File: src/design/remap_pkg.sv
package remap_pkg;

    // ----------------------------------------
    // alias window
    // ----------------------------------------
    localparam int          ALIAS_COUNT = 50;
    localparam logic [15:0] ALIAS_FIRST = 16'h1389;
    localparam logic [15:0] ALIAS_LAST  = 16'h13BA;
    localparam logic [15:0] NO_TARGET   = 16'h0000;
    localparam logic [15:0] ZERO_DATA   = 16'h0000;
    localparam logic [5:0]  LAST_INDEX  = 6'h31;

    // ----------------------------------------
    // timing
    // ----------------------------------------
    localparam int CLK_HZ         = 25_000_000;
    localparam int SUP_TIMEOUT_MS = 1000;
    localparam int SUP_CYCLES     = SUP_TIMEOUT_MS * (CLK_HZ / 1000);
    localparam int RESTART_WAIT_S = 30;

    // ----------------------------------------
    // carriers
    // ----------------------------------------
    typedef struct packed {
        logic        write;
        logic [15:0] reg_num;
        logic [15:0] data;
    } access_type;

    typedef struct packed {
        logic [5:0]  index;
        logic [15:0] target;
    } cfg_entry_type;

    typedef enum logic [1:0] {
        ST_BOOT,
        ST_IDLE,
        ST_NATIVE
    } state_type;

endpackage : remap_pkg

File: src/design/modbus_register_remap.sv
`timescale 1ns/1ps
`default_nettype none
module modbus_register_remap #(
    parameter int SUP_TIMEOUT_CYCLES = remap_pkg::SUP_CYCLES
) (
    input  wire logic                     i_clk,
    input  wire logic                     i_reset,
    input  wire logic                     i_cfg_wr,
    input  wire remap_pkg::cfg_entry_type i_cfg_entry,
    input  wire logic                     i_cfg_sup_enable,
    input  wire logic                     i_cfg_done,
    input  wire logic                     i_commit,
    input  wire logic                     i_req,
    input  wire remap_pkg::access_type    i_req_access,
    input  wire logic                     i_nat_ack,
    input  wire logic [15:0]              i_nat_rdata,
    input  wire logic                     i_conn_open,
    input  wire logic                     i_conn_close,
    output logic                          o_ready,
    output logic                          o_rsp_valid,
    output logic [15:0]                   o_rsp_data,
    output logic                          o_nat_req,
    output remap_pkg::access_type         o_nat_access,
    output logic                          o_sup_timeout,
    output logic                          o_reset_request
);

    // ----------------------------------------
    // state
    // ----------------------------------------
    remap_pkg::state_type state_r;
    logic [15:0]          table_r [remap_pkg::ALIAS_COUNT];
    logic                 sup_enable_r;
    logic [31:0]          gap_count_r;
    logic                 conn_open_r;
    logic                 seen_conn_r;

    logic        is_alias;
    logic [5:0]  alias_index;
    logic [15:0] alias_offset;
    logic [15:0] target;
    logic        take_req;
    logic        unassigned;
    logic        nat_done;
    logic        cfg_index_ok;
    logic        gap_running;
    logic        gap_expired;

    // ----------------------------------------
    // alias decode
    // ----------------------------------------
    always_comb begin
        is_alias     = (i_req_access.reg_num >= remap_pkg::ALIAS_FIRST) &&
                       (i_req_access.reg_num <= remap_pkg::ALIAS_LAST);
        alias_offset = i_req_access.reg_num - remap_pkg::ALIAS_FIRST;
        alias_index  = alias_offset[5:0];
        target       = is_alias ? table_r[alias_index] : remap_pkg::NO_TARGET;
    end

    // ----------------------------------------
    // request classification
    // ----------------------------------------
    always_comb begin
        unassigned   = is_alias && (target == remap_pkg::NO_TARGET);
        take_req     = (state_r == remap_pkg::ST_IDLE) && i_req;
        nat_done     = (state_r == remap_pkg::ST_NATIVE) && i_nat_ack;
        cfg_index_ok = i_cfg_entry.index <= remap_pkg::LAST_INDEX;
    end

    // ----------------------------------------
    // boot-time table load
    // ----------------------------------------
    generate
        for (genvar g = 0; g < remap_pkg::ALIAS_COUNT; g++) begin : g_entry
            always_ff @(posedge i_clk) begin
                if (i_reset) begin
                    table_r[g] <= remap_pkg::NO_TARGET;
                end else if (state_r == remap_pkg::ST_BOOT && i_cfg_wr && cfg_index_ok &&
                             i_cfg_entry.index == 6'(g)) begin
                    table_r[g] <= i_cfg_entry.target;
                end
            end
        end
    endgenerate

    always_ff @(posedge i_clk) begin
        if (i_reset) begin
            sup_enable_r <= 1'b0;
        end else if (state_r == remap_pkg::ST_BOOT && i_cfg_done) begin
            sup_enable_r <= i_cfg_sup_enable;
        end
    end

    // ----------------------------------------
    // commit forces a reset
    // ----------------------------------------
    always_ff @(posedge i_clk) begin
        if (i_reset) begin
            o_reset_request <= 1'b0;
        end else if (i_commit) begin
            o_reset_request <= 1'b1;
        end
    end

    // ----------------------------------------
    // request sequencing
    // ----------------------------------------
    always_ff @(posedge i_clk) begin
        if (i_reset) begin
            state_r <= remap_pkg::ST_BOOT;
        end else begin
            unique case (state_r)
                remap_pkg::ST_BOOT: begin
                    if (i_cfg_done) begin
                        state_r <= remap_pkg::ST_IDLE;
                    end
                end
                remap_pkg::ST_IDLE: begin
                    if (i_req && !unassigned) begin
                        state_r <= remap_pkg::ST_NATIVE;
                    end
                end
                remap_pkg::ST_NATIVE: begin
                    if (i_nat_ack) begin
                        state_r <= remap_pkg::ST_IDLE;
                    end
                end
            endcase
        end
    end

    // ----------------------------------------
    // ready towards the master
    // ----------------------------------------
    always_ff @(posedge i_clk) begin
        if (i_reset) begin
            o_ready <= 1'b0;
        end else if (state_r == remap_pkg::ST_BOOT && i_cfg_done) begin
            o_ready <= 1'b1;
        end else if (take_req && !unassigned) begin
            o_ready <= 1'b0;
        end else if (nat_done) begin
            o_ready <= 1'b1;
        end
    end

    // ----------------------------------------
    // answer to the master
    // ----------------------------------------
    always_ff @(posedge i_clk) begin
        if (i_reset) begin
            o_rsp_valid <= 1'b0;
            o_rsp_data  <= remap_pkg::ZERO_DATA;
        end else if (take_req && unassigned) begin
            o_rsp_valid <= 1'b1;
            o_rsp_data  <= remap_pkg::ZERO_DATA;
        end else if (nat_done) begin
            o_rsp_valid <= 1'b1;
            o_rsp_data  <= o_nat_access.write ? remap_pkg::ZERO_DATA
                           : i_nat_rdata;
        end else begin
            o_rsp_valid <= 1'b0;
        end
    end

    // ----------------------------------------
    // native-side request
    // ----------------------------------------
    always_ff @(posedge i_clk) begin
        if (i_reset) begin
            o_nat_req    <= 1'b0;
            o_nat_access <= '0;
        end else if (take_req && !unassigned) begin
            o_nat_req            <= 1'b1;
            o_nat_access.write   <= i_req_access.write;
            o_nat_access.data    <= i_req_access.data;
            o_nat_access.reg_num <= is_alias ? target
                                    : i_req_access.reg_num;
        end else if (nat_done) begin
            o_nat_req <= 1'b0;
        end
    end

    // ----------------------------------------
    // supervisory timer between connections
    // ----------------------------------------
    always_ff @(posedge i_clk) begin
        if (i_reset) begin
            conn_open_r <= 1'b0;
            seen_conn_r <= 1'b0;
        end else if (i_conn_open) begin
            conn_open_r <= 1'b1;
            seen_conn_r <= 1'b1;
        end else if (i_conn_close) begin
            conn_open_r <= 1'b0;
        end
    end

    always_comb begin
        gap_running = sup_enable_r && seen_conn_r && !conn_open_r;
        gap_expired = gap_running &&
                      (gap_count_r == 32'(SUP_TIMEOUT_CYCLES) - 32'h00000001);
    end

    always_ff @(posedge i_clk) begin
        if (i_reset || !gap_running || i_conn_open) begin
            gap_count_r <= 32'h00000000;
        end else if (gap_count_r < 32'(SUP_TIMEOUT_CYCLES)) begin
            gap_count_r <= gap_count_r + 32'h00000001;
        end
    end

    // ----------------------------------------
    // timeout flag, set wins over clear
    // ----------------------------------------
    always_ff @(posedge i_clk) begin
        if (i_reset) begin
            o_sup_timeout <= 1'b0;
        end else if (gap_expired) begin
            o_sup_timeout <= 1'b1;
        end else if (i_conn_open) begin
            o_sup_timeout <= 1'b0;
        end
    end

endmodule : modbus_register_remap
`default_nettype wire

File: config.mk
export PLATFORM = sky130hd
export DESIGN_NAME = modbus_register_remap
export DESIGN_NICKNAME = d
export VERILOG_FILES = /design/src/design/remap_pkg.sv /design/src/design/modbus_register_remap.sv
export SDC_FILE = /design/constraint.sdc
export NUM_CORES = 1
export LEC_CHECK = 0
export BUFFER_PORTS_ARGS = -buffer_cell sky130_fd_sc_hd__buf_4
export CORE_MARGIN = 10
export CORE_UTILIZATION = 45
export DETAILED_ROUTE_END_ITERATION = 16
export SYNTH_ARGS = -nofsm -noshare
export SYNTH_HDL_FRONTEND = slang
export SYNTH_SLANG_ARGS = --single-unit
export TNS_END_PERCENT = 5
File: constraint.sdc
create_clock -name i_clk -period 12.2 [get_ports i_clk]
set_clock_uncertainty 0.15 [all_clocks]
set_input_delay 0.61 -clock i_clk [delete_from_list [all_inputs] [get_ports i_clk]]
set_output_delay 0.61 -clock i_clk [all_outputs]
set_load 0.05 [all_outputs]
==> results.rst <==
.. list-table::
   :header-rows: 1

   * - Metric
     - Value
   * - Outcome
     - finished, final reports clean
   * - Clock latency reported for the late side of the worst-skew pair
     - 670 ps
   * - Wire length on met1
     - 47.83 mm
   * - Avg Cell Area, Syn
     - 14.68 um^2
   * - FF-to-FF End
     - o_nat_access[30]
   * - FF-to-FF setup slack
     - 8210 ps
   * - DR vias
     - 24250
   * - Area of the multi-input gates
     - 14260 um^2
   * - Hold WC Path Type
     - input port to flip-flop
   * - Largest stage delay on the critical path
     - 840 ps
   * - Pin count of the biggest net entering global routing
     - 62
   * - CORE AREA
     - 90420 um^2
   * - Routed wire length on met3
     - 8.458 mm
   * - Die Ht
     - 322.5 um
   * - Die outline width
     - 322.5 um
   * - Initial cell density of the core
     - 45.55%
   * - Slew at the pin with the worst max-slew slack
     - 1332 ps
   * - Worst min-delay path endpoint
     - sup_enable_r
   * - Cts-stage hold buffer count
     - 1
   * - CTS H-tree lvls
     - 3
   * - Startpoint kind of the worst setup timing path
     - input port
   * - Drt initial violations
     - 2638
   * - Fraction of the yosys area taken by sequential cells
     - 62.75%
   * - Kind of capture point of the worst setup path
     - flip-flop
   * - Wire length per cell
     - 27.99 um
   * - Vias in the first global route
     - 24300
   * - Synthesized netlist net count
     - 2891
   * - Buffers & Inverters on Critical Path
     - 3
   * - Largest fanout on the critical path
     - 61
   * - Overall routing resource usage
     - 21.97%
   * - Category of the most critical setup path
     - input port to flip-flop
   * - Worst slack at placement
     - 5825 ps
   * - Routability congestion estimate from global placement
     - 0.9795
   * - DP Wirelength
     - 71.42 mm
   * - Cells on Worst Hold Path
     - 3
   * - Synth warnings
     - 0
   * - Unrepaired setup endpoints after global routing
     - false
   * - Largest voltage drop on the vdd net
     - 0.1060 mV
   * - Total iterations of the first detailed-routing run
     - 6
   * - Async set-reset flop share out of synthesis
     - 0%
   * - Met2 routed WL
     - 55.43 mm
   * - Post-detailed-routing wire length
     - 115.5 mm
   * - Fill cell instance count of the final layout
     - 7508
   * - Data required, critical path
     - 12580 ps
   * - Post-synthesis to final-layout area growth
     - 12.16%
   * - Worst-case clock buffer depth
     - 3
   * - Aggregate global routing overflow
     - 0
   * - Highest signal layer in the routed design
     - met5
   * - Total standard cell area after synthesis
     - 41190 um^2
   * - Final ANT Viol Nets
     - 0
   * - Count of distinct cell types in the synthesized netlist
     - 73
   * - Area enclosed by the die boundary
     - 104000 um^2
   * - Hold Violations, Final
     - 0
   * - Power density over the cells
     - 149.5 nW/um^2
   * - Fraction of the cycle the final worst path needs
     - 47.49%
   * - Cell-by-cell trace of the critical path
     - buf_8 > inv_1 > ha_4 > buf_4 > mux4_2 > and3_1 > a211o_1 > o2111ai_1 > o32ai_1 > nor4_1 > nand4_2 > a21oi_1 > a211oi_2
   * - Master cell of the clock root buffer
     - sky130_fd_sc_hd__clkbuf_16
   * - Worst setup slack after layout
     - 6407 ps
   * - Final TNS setup
     - 0 ps
   * - Slowest cell on crit path
     - sky130_fd_sc_hd__nand4_2
   * - Ratio of cells with drive above 1 in the final layout
     - 20.98%
   * - Reg2Reg Depth
     - 9
   * - Clock edge transition at the registers on the reported setup and hold paths
     - 60 ps
   * - Count of instances resized after the clock tree is built
     - 0
   * - Startpoint of the lowest-slack hold path
     - i_cfg_sup_enable
   * - Register cell area after layout
     - 25840 um^2
   * - Power after layout
     - 6.905 mW
   * - Total of flip-flops plus latches after synthesis
     - 891
   * - Maximum clock frequency
     - 0.1726 GHz
   * - Std-Cell Rows
     - 110
   * - Launch point of the worst reg-to-reg path
     - table_r[19][11]
   * - Worst hold-check slack
     - 35.49 ps
   * - DRC violations left
     - 0
   * - Antenna violations before repair
     - 4
   * - Layout net count
     - 2954
   * - Global-route wire length before repair
     - 168.7 mm
   * - Final number of max-transition violations
     - 0
   * - TritonCTS clock tree
     - yes
   * - IO buf count
     - 134
   * - Clk sink count
     - 891
   * - Setup bufs post-CTS
     - 0
   * - Slew margin rel.
     - 10.89%
   * - Kind of cell adding the most delay to the critical path
     - buffers and inverters
   * - WP data arrival
     - 6180 ps
   * - Post-synth EDFFs
     - 800
   * - Top_reg_cell synth
     - sky130_fd_sc_hd__edfxtp_1
   * - Vias per std cell
     - 5.876
   * - Static power due to leakage
     - 16.92 nW
   * - Cts bufs inserted
     - 96
   * - Number of endpoints failing setup at the final stage
     - 0
   * - Io pins
     - 135
   * - Synthesized netlist cell count
     - 2806
   * - Reported max-cap violation count
     - 0
   * - Period minus WS final
     - 5793 ps
tightest hold or removal path, stage by stage:
cell	delay, ps
sky130_fd_sc_hd__buf_4	80
sky130_fd_sc_hd__mux2i_1	50
sky130_fd_sc_hd__nor2_1	80
metrics by stage:
stage	utilization [%]	instances	instance area, um^2
2_1_floorplan	-	2806	41190
4_1_cts	51.08	4122	46190
3_3_place_gp	47.73	3946	43160
3_5_place_dp	47.73	3946	43160
5_1_grt	51.08	4122	46190
6_report	51.09	4127	46200
layout by cell type, fill, tap and decap left out, types with 8 or more instances in the layout:
| cell | count |
|---|---|
| sky130_fd_sc_hd__a211o_1 | 11 |
| sky130_fd_sc_hd__a211oi_1 | 19 |
| sky130_fd_sc_hd__a211oi_2 | 8 |
| sky130_fd_sc_hd__a21oi_1 | 64 |
| sky130_fd_sc_hd__and2_1 | 809 |
| sky130_fd_sc_hd__and3_1 | 23 |
| sky130_fd_sc_hd__buf_4 | 206 |
| sky130_fd_sc_hd__bufinv_16 | 8 |
| sky130_fd_sc_hd__clkbuf_1 | 29 |
| sky130_fd_sc_hd__clkbuf_16 | 96 |
| sky130_fd_sc_hd__clkinv_1 | 17 |
| sky130_fd_sc_hd__clkinv_2 | 12 |
| sky130_fd_sc_hd__dfxtp_1 | 91 |
| sky130_fd_sc_hd__edfxtp_1 | 800 |
| sky130_fd_sc_hd__mux2_2 | 61 |
| sky130_fd_sc_hd__mux2i_1 | 39 |
| sky130_fd_sc_hd__mux4_1 | 22 |
| sky130_fd_sc_hd__mux4_2 | 172 |
| sky130_fd_sc_hd__nand2_1 | 31 |
| sky130_fd_sc_hd__nand3_1 | 31 |
| sky130_fd_sc_hd__nand4_1 | 9 |
| sky130_fd_sc_hd__nor2_1 | 108 |
| sky130_fd_sc_hd__nor2b_1 | 13 |
| sky130_fd_sc_hd__nor3_1 | 10 |
| sky130_fd_sc_hd__nor3b_1 | 18 |
| sky130_fd_sc_hd__o2111ai_1 | 11 |
| sky130_fd_sc_hd__o21ai_0 | 20 |
| sky130_fd_sc_hd__o21bai_1 | 35 |
| sky130_fd_sc_hd__o21bai_2 | 14 |
| sky130_fd_sc_hd__o22ai_1 | 17 |
| sky130_fd_sc_hd__o2bb2ai_1 | 12 |
| sky130_fd_sc_hd__o32ai_1 | 13 |
| sky130_fd_sc_hd__xnor2_1 | 8 |
| sky130_fd_sc_hd__xor2_1 | 17 |
cell type report:
cell class	instances	share of cell area, %
repair buffers	208	3.402
diodes	5	0.02708
flip-flops and latches	891	55.94
inverters	6	0.04875
well taps	1176	3.185
clock inverters	48	1.037
clock buffers	127	5.495
multi-input cells	1666	30.86
sequential cells by signal (all words and copies together) (netlist names):
signal,cells
seen_conn_r,1
o_rsp_valid,1
o_sup_timeout,1
state_r,2
conn_open_r,1
o_reset_request,1
o_nat_access,33
o_ready,1
gap_count_r,32
table_r,800
sup_enable_r,1
o_rsp_data,16
o_nat_req,1
Yosys cell counts (4+ instances only):
| cell | instances | area share (%) |
|---|---|---|
| sky130_fd_sc_hd__and2_1 | 809 | 12 |
| sky130_fd_sc_hd__edfxtp_1 | 800 | 58 |
| sky130_fd_sc_hd__clkbuf_1 | 186 | 1.7 |
| sky130_fd_sc_hd__mux4_2 | 172 | 9.4 |
| sky130_fd_sc_hd__nor2_1 | 110 | 1.0 |
| sky130_fd_sc_hd__dfxtp_1 | 91 | 4.4 |
| sky130_fd_sc_hd__a21oi_1 | 64 | 0.78 |
| sky130_fd_sc_hd__mux2_2 | 61 | 1.7 |
| sky130_fd_sc_hd__o21bai_1 | 49 | 0.89 |
| sky130_fd_sc_hd__mux2i_1 | 39 | 0.95 |
| sky130_fd_sc_hd__nand2_1 | 31 | 0.28 |
| sky130_fd_sc_hd__nand3_1 | 31 | 0.38 |
| sky130_fd_sc_hd__and3_1 | 23 | 0.35 |
| sky130_fd_sc_hd__mux4_1 | 22 | 1.4 |
| sky130_fd_sc_hd__o21ai_0 | 20 | 0.24 |
| sky130_fd_sc_hd__a211oi_1 | 19 | 0.35 |
| sky130_fd_sc_hd__buf_6 | 19 | 0.52 |
| sky130_fd_sc_hd__nor3b_1 | 18 | 0.33 |
| sky130_fd_sc_hd__xor2_1 | 18 | 0.38 |
| sky130_fd_sc_hd__o22ai_1 | 17 | 0.26 |
| sky130_fd_sc_hd__buf_2 | 16 | 0.19 |
| sky130_fd_sc_hd__nor2b_1 | 13 | 0.20 |
| sky130_fd_sc_hd__o32ai_1 | 13 | 0.28 |
| sky130_fd_sc_hd__o2bb2ai_1 | 12 | 0.26 |
| sky130_fd_sc_hd__a211o_1 | 11 | 0.23 |
| sky130_fd_sc_hd__nor3_1 | 11 | 0.13 |
| sky130_fd_sc_hd__o2111ai_1 | 11 | 0.23 |
| sky130_fd_sc_hd__buf_1 | 9 | 0.082 |
| sky130_fd_sc_hd__nand4_1 | 9 | 0.14 |
| sky130_fd_sc_hd__xnor2_1 | 9 | 0.19 |
| sky130_fd_sc_hd__a211oi_2 | 8 | 0.24 |
| sky130_fd_sc_hd__buf_4 | 8 | 0.15 |
| sky130_fd_sc_hd__inv_1 | 6 | 0.055 |
| sky130_fd_sc_hd__nor4_1 | 5 | 0.076 |
| sky130_fd_sc_hd__ha_1 | 4 | 0.12 |
| sky130_fd_sc_hd__nand2b_1 | 4 | 0.061 |
| sky130_fd_sc_hd__nand3b_1 | 4 | 0.073 |
power breakdown:
part / switching [mW] / leakage (nW) / internal, mW
logic: 0.401 / 6.38 / 0.215
registers: 0.0306 / 9.08 / 3.42
clock network: 1.21 / 1.46 / 1.63
cells by family (layout without fill, tap and decap cells):
family                     count (synthesis)  count (layout)  synth area share [%]
DFF                                      891             891                 62.75
other                                      0               5                     0
xor gates and xnor gates                  27              27                0.5741
buffers and inverters                    249             389                 2.883
muxes                                    294             294                 13.42
AOI/OAI and AO/OA                        243             243                 4.238
adders and majority gates                  4               4                0.1215
and+or+nand+nor                         1098            1098                 16.01
metal layers:
layer / up-vias / track usage [%]
met4: 4 / 7.389
met3: 194 / 4.120
met2: 915 / 35.06
li1: 10520 / -
met1: 12620 / 30.03
met5: - / 0
how the worst max path moves through the flow:
stage / start / to / slack (ps) / cells after the start
final: i_req_access[16] / o_nat_access[30] / 6410 / 13
after global routing: i_req_access[16] / o_nat_access[30] / 6170 / 12
after CTS: i_req_access[16] / o_nat_access[30] / 6540 / 11
after detailed placement: i_req_access[16] / o_nat_access[30] / 5820 / 11
after global placement: i_req_access[16] / o_nat_req / 5930 / 12
after floorplan: i_req_access[16] / o_nat_access[17] / 7130 / 20
Power figures use the tool's default switching activity.
